## src/logic/lpsc_defines.vh

```
/*
  constants for the low power state controller: state codes, bus
  acknowledge codes, trip threshold and clock period.
  assumes a 100 MHz clock and plain verilog-2005 tools.
*/
`ifndef LPSC_DEFINES_VH
`define LPSC_DEFINES_VH

// clock period in ns
`define LPSC_CLK_PERIOD_NS 10
// trip point in whole degrees c
`define LPSC_TRIP_DEGC 125
// temperature code width
`define LPSC_TEMP_W 8

// one-hot state codes
`define LPSC_ST_RUN 6'h01
`define LPSC_ST_HALT 6'h02
`define LPSC_ST_SLEEP 6'h04
`define LPSC_ST_DEEP 6'h08
`define LPSC_ST_MGMT 6'h10
`define LPSC_ST_TRIP 6'h20

// acknowledge transaction codes on the host bus side
`define LPSC_ACK_NONE 2'h0
`define LPSC_ACK_HALT 2'h1
`define LPSC_ACK_MGMT 2'h2

// clock gate vector bits: core, host bus unit, interrupt unit
`define LPSC_GATE_W 3
`define LPSC_GATE_ALL 3'h7
`define LPSC_GATE_HALT 3'h6
`define LPSC_GATE_NONE 3'h0

`endif

```

## src/logic/lpsc_ctrl.v

```verilog
/*
  low power state controller: halt, sleep, deep sleep, management mode
  and thermal trip sequencing driven by platform pins.
  assumes request pins are asynchronous and are synchronised here; the
  temperature code arrives synchronous to clk from an on-die sensor.
*/
`timescale 1ns/1ps
`include "lpsc_defines.vh"

// Operation
// sleep request in halt enters sleep
// sleep gates all clocks, pll runs
// sleep ignores snoops and interrupts
// sleep reacts to reset, release, clock loss
// sleep release returns halt, restarts clocks
// deep sleep request in sleep enters deep
// halt request enters halt, acks on bus
// halt gates core except bus, interrupt units
// halt keeps snooping and servicing interrupts
// halt release restarts clocks, resumes execution
// halt request asynchronous, bus clock unaffected
// management irq saves state, enters mode
// management mode acks then runs handler
// management irq at reset release tristates
// over-temperature halts execution, drives trip; code checks it only in run, halt and management, not in sleep or deep
// indicator asserted while in deep sleep
// async inputs pass two-flop synchroniser
module lpsc_ctrl #(
  parameter TEMP_W = `LPSC_TEMP_W,
  parameter [TEMP_W-1:0] TRIP_DEGC = `LPSC_TRIP_DEGC
) (
  input wire clk,
  input wire rst_b,
  input wire sleep_request_n,
  input wire deep_sleep_request_n,
  input wire clock_halt_request_n,
  input wire sys_mgmt_irq_n,
  input wire bus_clk_present,
  input wire [TEMP_W-1:0] temp_degc,
  input wire snoop_req,
  input wire irq_req,
  input wire mgmt_exit,
  output reg [`LPSC_GATE_W-1:0] clk_enable,
  output reg pll_enable,
  output reg exec_enable,
  output reg snoop_enable,
  output reg irq_enable,
  output reg snoop_taken,
  output reg irq_taken,
  output reg ack_valid,
  output reg [1:0] ack_code,
  output reg state_save,
  output reg sys_mgmt_mode,
  output reg handler_start,
  output reg outputs_tristate,
  output reg thermal_halt_out_n,
  output reg power_state_ind_n
);
  localparam [5:0] ST_RUN = `LPSC_ST_RUN;
  localparam [5:0] ST_HALT = `LPSC_ST_HALT;
  localparam [5:0] ST_SLEEP = `LPSC_ST_SLEEP;
  localparam [5:0] ST_DEEP = `LPSC_ST_DEEP;
  localparam [5:0] ST_MGMT = `LPSC_ST_MGMT;
  localparam [5:0] ST_TRIP = `LPSC_ST_TRIP;

  wire [3:0] pins_s;
  wire slp_s;
  wire dslp_s;
  wire halt_s;
  wire mgmt_s;
  reg [5:0] state_q;
  reg [5:0] state_d;
  reg mgmt_prev_q;
  reg strap_done_q;
  reg trip_d;

  // two-flop sync
  // async halt request caught here, never gates clk itself
  lpsc_sync #(
    .W(4),
    .RST_VAL(4'hf)
  ) u_sync (
    .clk(clk),
    .rst_b(rst_b),
    .async_in({sleep_request_n, deep_sleep_request_n,
      clock_halt_request_n, sys_mgmt_irq_n}),
    .sync_out(pins_s)
  );

  assign slp_s = ~pins_s[3];
  assign dslp_s = ~pins_s[2];
  assign halt_s = ~pins_s[1];
  assign mgmt_s = ~pins_s[0];

  // gating vector for a given state
  function [`LPSC_GATE_W-1:0] gate_of;
    input [5:0] st;
    begin
      case (st)
        ST_RUN: gate_of = `LPSC_GATE_ALL;
        ST_MGMT: gate_of = `LPSC_GATE_ALL;
        ST_HALT: gate_of = `LPSC_GATE_HALT;
        default: gate_of = `LPSC_GATE_NONE;
      endcase
    end
  endfunction

  // next state; trip has top priority in run, halt and management, is not checked in sleep or deep, and is sticky until reset
  always @* begin
    state_d = state_q;
    // over-temperature trip
    trip_d = (temp_degc > TRIP_DEGC);
    case (state_q)
      ST_RUN: begin
        if (trip_d) begin
          state_d = ST_TRIP;
        // management entry
        end else if (mgmt_s && !mgmt_prev_q) begin
          state_d = ST_MGMT;
        // halt entry
        end else if (halt_s) begin
          state_d = ST_HALT;
        end
      end
      ST_HALT: begin
        if (trip_d) begin
          state_d = ST_TRIP;
        // release resumes
        end else if (!halt_s) begin
          state_d = ST_RUN;
        // sleep entry
        end else if (slp_s) begin
          state_d = ST_SLEEP;
        end
      end
      ST_SLEEP: begin
        // only release, deep request and clock loss matter here
        // deep sleep entry
        if (dslp_s || !bus_clk_present) begin
          state_d = ST_DEEP;
        // release back to halt
        end else if (!slp_s) begin
          state_d = ST_HALT;
        end
      end
      ST_DEEP: begin
        // leave only once clock is back and deep request gone
        if (!dslp_s && bus_clk_present) begin
          state_d = ST_SLEEP;
        end
      end
      ST_MGMT: begin
        if (trip_d) begin
          state_d = ST_TRIP;
        end else if (mgmt_exit) begin
          state_d = ST_RUN;
        end
      end
      ST_TRIP: state_d = ST_TRIP;
      default: state_d = ST_RUN;
    endcase
  end

  // state and edge memory
  always @(posedge clk or negedge rst_b) begin
    if (!rst_b) begin
      state_q <= ST_RUN;
      mgmt_prev_q <= 1'b0;
      strap_done_q <= 1'b0;
    end else begin
      state_q <= state_d;
      mgmt_prev_q <= mgmt_s;
      strap_done_q <= 1'b1;
    end
  end

  // registered outputs; enables, mode and indicators from next state, taken flags from current state
  always @(posedge clk or negedge rst_b) begin
    if (!rst_b) begin
      clk_enable <= `LPSC_GATE_ALL;
      pll_enable <= 1'b1;
      exec_enable <= 1'b1;
      snoop_enable <= 1'b1;
      irq_enable <= 1'b1;
      snoop_taken <= 1'b0;
      irq_taken <= 1'b0;
      ack_valid <= 1'b0;
      ack_code <= `LPSC_ACK_NONE;
      state_save <= 1'b0;
      sys_mgmt_mode <= 1'b0;
      handler_start <= 1'b0;
      outputs_tristate <= 1'b0;
      thermal_halt_out_n <= 1'b1;
      power_state_ind_n <= 1'b1;
    end else begin
      // clock gating per state; pll stays on
      clk_enable <= gate_of(state_d);
      pll_enable <= 1'b1;
      // execution only in run or management
      exec_enable <= (state_d == ST_RUN) || (state_d == ST_MGMT);
      // snoops and interrupts off in sleep and deeper
      snoop_enable <= (state_d == ST_RUN) || (state_d == ST_HALT) ||
        (state_d == ST_MGMT);
      irq_enable <= (state_d == ST_RUN) || (state_d == ST_HALT) ||
        (state_d == ST_MGMT);
      snoop_taken <= snoop_req && ((state_q == ST_RUN) ||
        (state_q == ST_HALT) || (state_q == ST_MGMT));
      irq_taken <= irq_req && ((state_q == ST_RUN) ||
        (state_q == ST_HALT) || (state_q == ST_MGMT));
      // one-cycle acknowledge on entry
      ack_valid <= 1'b0;
      ack_code <= `LPSC_ACK_NONE;
      if (state_q == ST_RUN && state_d == ST_HALT) begin
        ack_valid <= 1'b1;
        ack_code <= `LPSC_ACK_HALT;
      end
      // save state as mode entered
      state_save <= (state_q == ST_RUN) && (state_d == ST_MGMT);
      if (state_q == ST_MGMT && state_save) begin
        ack_valid <= 1'b1;
        ack_code <= `LPSC_ACK_MGMT;
      end
      sys_mgmt_mode <= (state_d == ST_MGMT);
      // handler starts after acknowledge
      handler_start <= ack_valid && (ack_code == `LPSC_ACK_MGMT);
      // strap sampled at first edge after release
      if (!strap_done_q) begin
        outputs_tristate <= ~sys_mgmt_irq_n;
      end
      // trip pin sticky until reset
      if (state_d == ST_TRIP) begin
        thermal_halt_out_n <= 1'b0;
      end
      // indicator in deep sleep
      power_state_ind_n <= ~(state_d == ST_DEEP);
    end
  end
endmodule

```

## src/logic/lpsc_sync.v

```verilog
/*
  two-flop synchroniser for a bank of asynchronous level inputs.
  assumes one clock; reset value given by parameter.
*/
`timescale 1ns/1ps
module lpsc_sync #(
  parameter W = 4,
  parameter [W-1:0] RST_VAL = {W{1'b1}}
) (
  input wire clk,
  input wire rst_b,
  input wire [W-1:0] async_in,
  output wire [W-1:0] sync_out
);
  reg [W-1:0] meta_q;
  reg [W-1:0] sync_q;

  // first stage feeds only the second stage
  always @(posedge clk or negedge rst_b) begin
    if (!rst_b) begin
      meta_q <= RST_VAL;
      sync_q <= RST_VAL;
    end else begin
      meta_q <= async_in;
      sync_q <= meta_q;
    end
  end

  assign sync_out = sync_q;
endmodule

```

## config.mk

```make
export PLATFORM = sky130hd
export DESIGN_NAME = lpsc_ctrl
export DESIGN_NICKNAME = d
export VERILOG_FILES = /design/src/logic/lpsc_ctrl.v /design/src/logic/lpsc_sync.v
export VERILOG_INCLUDE_DIRS = /design/src /design/src/logic
export SDC_FILE = /design/constraint.sdc
export NUM_CORES = 1
export LEC_CHECK = 0
export ABC_AREA = 1
export BUFFER_PORTS_ARGS = -buffer_cell sky130_fd_sc_hd__buf_2
export CORE_ASPECT_RATIO = 1.75
export CORE_MARGIN = 2
export CORE_UTILIZATION = 54
export CTS_CLUSTER_SIZE = 16
export DETAILED_ROUTE_END_ITERATION = 7
export PLACE_DENSITY = 0.87
export SYNTH_ARGS = -nofsm -noshare
export SYNTH_HDL_FRONTEND = slang
export SYNTH_SLANG_ARGS = --single-unit
```

## constraint.sdc

```tcl
create_clock -name clk -period 2.8 [get_ports clk]
set_input_delay 0.42 -clock clk [delete_from_list [all_inputs] [get_ports clk]]
set_output_delay 0.42 -clock clk [all_outputs]
set_load 0.005 [all_outputs]
```

**After elaboration in Yosys (flattened, before gate mapping)**

Index checks and enable logic that the tools add are counted.

- Input port bits: 18
- Logic and storage cells: 69
- Output and inout bits: 18
- Flip-flop bits (word level): 32

- Muxes and demuxes: 17
- Magnitude comparators: 1
- Reductions and logical operators: 17
- Bitwise logic cells: 4
- Equality and inequality tests: 12

Operators by type and width:

| cell | count |
|---|---|
| $mux W6 | 11 |
| $pmux W6 S6 | 1 |
| $eq A6 B1 Y1 const B | 2 |
| $eq A6 B2 Y1 const B | 2 |
| $eq A6 B4 Y1 const B | 2 |
| $eq A6 B5 Y1 const B | 2 |
| $eq A6 B6 Y1 const B | 2 |
| $gt A8 B7 Y1 const B | 1 |
| $logic_and A1 B1 Y1 | 8 |
| $eq A6 B3 Y1 const B | 1 |
| $logic_or A1 B1 Y1 | 6 |
| $pmux W3 S2 | 1 |
| $not A1 Y1 | 4 |
| $mux W1 | 3 |
| $eq A2 B2 Y1 const B | 1 |
| $logic_not A1 Y1 | 2 |
| $mux W2 | 1 |
| $reduce_or A2 Y1 | 1 |

**Depth between registers and ports, before layout**

- Depth after elaboration: 9
- Gate-level depth with buffers: 8
- Gate-level depth less buffers: 8

**By module**

Synthesis repeated with hierarchy kept, for this count alone.

- Cells, all modules: 130
- Area total of the unflattened synthesis: 1280.0 um2

By module, submodules not included:

| module | cells each | sequential area each (um2) | area an instance (um2) | instances |
|---|---|---|---|---|
| lpsc_ctrl | 122 | 558.0 | 1069.8 | 1 |
| lpsc_sync | 8 | 210.2 | 210.2 | 1 |

**Least setup slack after synthesis**

No wires, ideal clock.

- Path type: reg-to-reg
- Start: register state_q[0]
- End: register clk_enable[1]
- Period minus slack after synthesis: 1263 ps
- Setup time: 87 ps
- Stages on the path, launching flop included: 8
- Data required time: 2713 ps
- Path buffers: 0
- Slack: 1537 ps
- Arrival time: 1176 ps
- Cell sequence: dfstp_2 inv_1 nor2_1 nand3_2 nand3_2 nor2_2 a21oi_4 nand3_1

- Word-level cells in the longest chain between the ends: 7
- Elaborated cells between the ends (all ways): 23
- Classes of those cells: 9 x eq/ne; 13 x mux; 1 x reduce/logical

RTL lines:

| element | line | RTL |
|---|---|---|
| from (decl) | lpsc_ctrl.v:71 | `reg [5:0] state_q;` |
| from (signal assigned) | lpsc_ctrl.v:171 | `state_q <= state_d;` |
| $mux W6, on equally long branches | lpsc_ctrl.v:132, lpsc_ctrl.v:121 |  |
| $mux W6, on equally long branches | lpsc_ctrl.v:129, lpsc_ctrl.v:118 |  |
| $mux W6, on equally long branches | lpsc_ctrl.v:126, lpsc_ctrl.v:115 |  |
| $pmux W6 S6 * | lpsc_ctrl.v:113 | `case (state_q)` |
| $eq A6 B1 Y1 or $eq A6 B5 Y1 (tied branches) | lpsc_ctrl.v:99 | `case (st)` |
| $reduce_or A2 Y1 (no line) | - |  |
| $pmux W3 S2 * | lpsc_ctrl.v:99 |  |
| to (signal assigned) | lpsc_ctrl.v:180 | `` clk_enable <= `LPSC_GATE_ALL; `` |
| to (signal assigned) | lpsc_ctrl.v:197 | `clk_enable <= gate_of(state_d);` |
| to (decl) | lpsc_ctrl.v:43 | `` output reg [`LPSC_GATE_W-1:0] clk_enable, `` |

Every way passes the cells marked *; elsewhere a longest branch is shown, timed or not.
A chain may end at the register's enable or synchronous reset.

**Worst setup path in the final report**

- Start: register state_q[0]
- End: register irq_enable

- Word-level cells in the longest chain between the ends: 7
- Elaborated cells between the ends (all ways): 23
- Classes of those cells: 9 x eq/ne; 12 x mux; 2 x reduce/logical

RTL lines:

| element | line | RTL |
|---|---|---|
| $mux W6, on equally long branches | lpsc_ctrl.v:132, lpsc_ctrl.v:121 |  |
| $mux W6, on equally long branches | lpsc_ctrl.v:129, lpsc_ctrl.v:118 |  |
| $mux W6, on equally long branches | lpsc_ctrl.v:126, lpsc_ctrl.v:115 |  |
| $pmux W6 S6 * | lpsc_ctrl.v:113 |  |
| $eq A6 B1 Y1 or $eq A6 B2 Y1 (tied branches) | lpsc_ctrl.v:204 | `irq_enable <= (state_d == ST_RUN) \|\| (state_d == ST_HALT) \|\|` |
| $logic_or A1 B1 Y1 | lpsc_ctrl.v:204 |  |
| $logic_or A1 B1 Y1 * | lpsc_ctrl.v:204 |  |
| to (signal assigned) | lpsc_ctrl.v:204 |  |
| to (decl) | lpsc_ctrl.v:47 | `output reg irq_enable,` |

Marked as above.

==> flow_summary.json <==
{
  "cp.required_ns": 2.99,
  "cts_sinks": 31,
  "netlist_area_um2": 1290,
  "cts_max_level": 2,
  "grt_pass1_vias": 1073,
  "area_growth_pct": 21.6,
  "cp_max_fo": 5,
  "hold_buffers": 0,
  "fin_crit_ns": 1.49,
  "fin_util_pct": 68.8,
  "initial_utilization_pct": 56.6,
  "die_area_um2": 2800,
  "portBuffers": 33,
  "worstSetupPathType": "reg -> reg",
  "globalplace.congestion": 0.934,
  "ys_types": 19,
  "tritoncts": "built",
  "fin_crit_sh_pct": 53.2,
  "ios": 36,
  "clkLatencyLatePin_ns": 0.28,
  "status": "finished clean",
  "ctsResizeCount": 0,
  "fp.dieH_um": 68.6,
  "min_path_type": "in -> async",
  "critPathLaunchType": "register",
  "r2r_start": "state_q[0]$_DFF_PN1_",
  "grt_usage_pct": 23.6,
  "layout-drive-gt1-share_pct": 39.8,
  "synth_area_per_cell_um2": 9.74,
  "slew_viol_final": 0,
  "place_hpwl_mm": 1.98,
  "tightest_slew_ns": 0.651,
  "power.static_leakage_nw": 0.852,
  "worst_setup_path_end_kind": "register",
  "rsz0062_at_grt": "no",
  "postRouteAntennaNets": 0,
  "mostFrequentLayoutCells": "33 x buf_2, 24 x inv_1, 20 x nand2_1",
  "grt_pass1_wl_mm": 4.31,
  "post-route-drc-count": 0,
  "die_w_um": 40.9,
  "diodes": 0,
  "via_count": 1018,
  "rows": 23,
  "fin_ws_ns": 1.31,
  "avgViaCountPerCell": 5.19,
  "seq_area_frac_synth_pct": 61.8,
  "r2r_end": "irq_enable$_DFF_PN1_",
  "drt_first_pass_iters": 5,
  "max_freq_mhz": 671,
  "grt_overflow": 0,
  "regToRegSetupSlack_ns": 1.31,
  "dpl_worst_slack_ns": 1.37,
  "yosysWarnings": 0,
  "cts_buffers": 5,
  "vdd_drop_max_v": 0.000553,
  "fin_worst_skew_ns": 0.00739,
  "finalSetupViolCount": 0,
  "fin_nets": 188,
  "p_per_area_nw_per_um2": 853,
  "post_cts_buffers": 0,
  "grt_start_max_net_pins": 32,
  "hold_viol": 0,
  "grt_antenna_before_repair": 0,
  "wire_per_inst_um": 13.3,
  "ys_seq_elements": 31,
  "drv_cap": 0,
  "wirelength_mm": 2.61,
  "syn_inst": 132,
  "cts.clk_slew.worst_paths_ns": 0.06,
  "core_area_um2": 2270,
  "cts_root_buf": "clkbuf_8",
  "arrival_ns": 1.68,
  "maxSlewHeadroom_pct": 56.6,
  "fin_setup_tns_ns": 0,
  "mostFrequentLayoutCell": "buf_2",
  "drtIter0Drc": 39,
  "clk_path_buf_depth": 2,
  "rr_worst_depth": 7
}
synthesized netlist by cell type (all sizes together):
cell type,count,area [um2]
a21oi,4,31.3
buf,3,22.5
conb,1,3.75
dfrtp,16,400
dfstp,15,394
inv,26,97.6
nand2,20,75.1
nand3,11,70.1
nand4,5,31.3
nor2,25,126
nor3,1,5.00
o211ai,1,7.51
o21ai,3,15.0
o22ai,1,6.26
layout make-up:
type | instances | area (um2)
sequential | 31 | 795
fill | 169 | 709
multi-input combinational | 73 | 375
timing repair buffer | 33 | 165
clock buffer | 8 | 100
inverter | 26 | 97.6
tap | 25 | 31.3
worst max path at each step:
| stage | startpoint | depth (start not counted) | endpoint |
|---|---|---|---|
| 2_1_floorplan | state_q[0]$_DFF_PN1_ | 7 | clk_enable[1]$_DFF_PN1_ |
| 3_3_place_gp | state_q[0]$_DFF_PN1_ | 7 | irq_enable$_DFF_PN1_ |
| 3_5_place_dp | state_q[0]$_DFF_PN1_ | 7 | irq_enable$_DFF_PN1_ |
| 4_1_cts | state_q[0]$_DFF_PN1_ | 7 | irq_enable$_DFF_PN1_ |
| 5_1_grt | state_q[0]$_DFF_PN1_ | 7 | clk_enable[1]$_DFF_PN1_ |
| 6_report | state_q[0]$_DFF_PN1_ | 7 | irq_enable$_DFF_PN1_ |
flip-flops by register name, summed over array words and instances (netlist names), 2 cells and up:
register,flops
ack_code,2
clk_enable,2
state_q,6
u_sync.meta_q,4
u_sync.sync_out,4
where the power goes:
group	total (mW)	switching (mW)	internal, mW
Sequential	0.602	0.0474	0.555
Clock	0.376	0.153	0.224
Combinational	0.356	0.226	0.130
worst max-delay path, stage by stage, from the launching register on:
cell and delay, ns:
dfstp_2 0.56, inv_1 0.07, nor2_1 0.16, nand3_2 0.13, nand3_2 0.15, nor2_2 0.07, a21oi_4 0.16, nand3_1 0.10
cells by family (layout without fill, tap and decap cells):
group / count (synthesis) / in the layout / synth area share (%)
flip-flops: 31 / 31 / 61.8
AO/OA/AOI/OAI: 9 / 9 / 4.67
AND/OR/NAND/NOR: 62 / 62 / 23.9
buffers and inverters: 29 / 67 / 9.34
other: 1 / 2 / 0.292
metrics by stage:
step | power (mW) | cell area (um2) | std cells | hold slack (ns)
after CTS | 1.34 | 1560 | 196 | 0.180
final | 1.33 | 1560 | 196 | 0.161
after global routing | 1.41 | 1560 | 196 | 0.218
after global placement | 0.925 | 1460 | 188 | 0.346
after floorplan | 0.839 | 1290 | 133 | 0.124
after detailed placement | 0.959 | 1460 | 188 | 0.348
layer usage:
layer	up-vias	track usage [%]	part of all wire [%]
met5	-	0	0
met4	0	15.8	4.8
met3	17	8.33	6.9
met2	52	40.4	56
met1	474	21.4	32
li1	475	-	-
No activity file was read; power rests on OpenSTA's default activity.
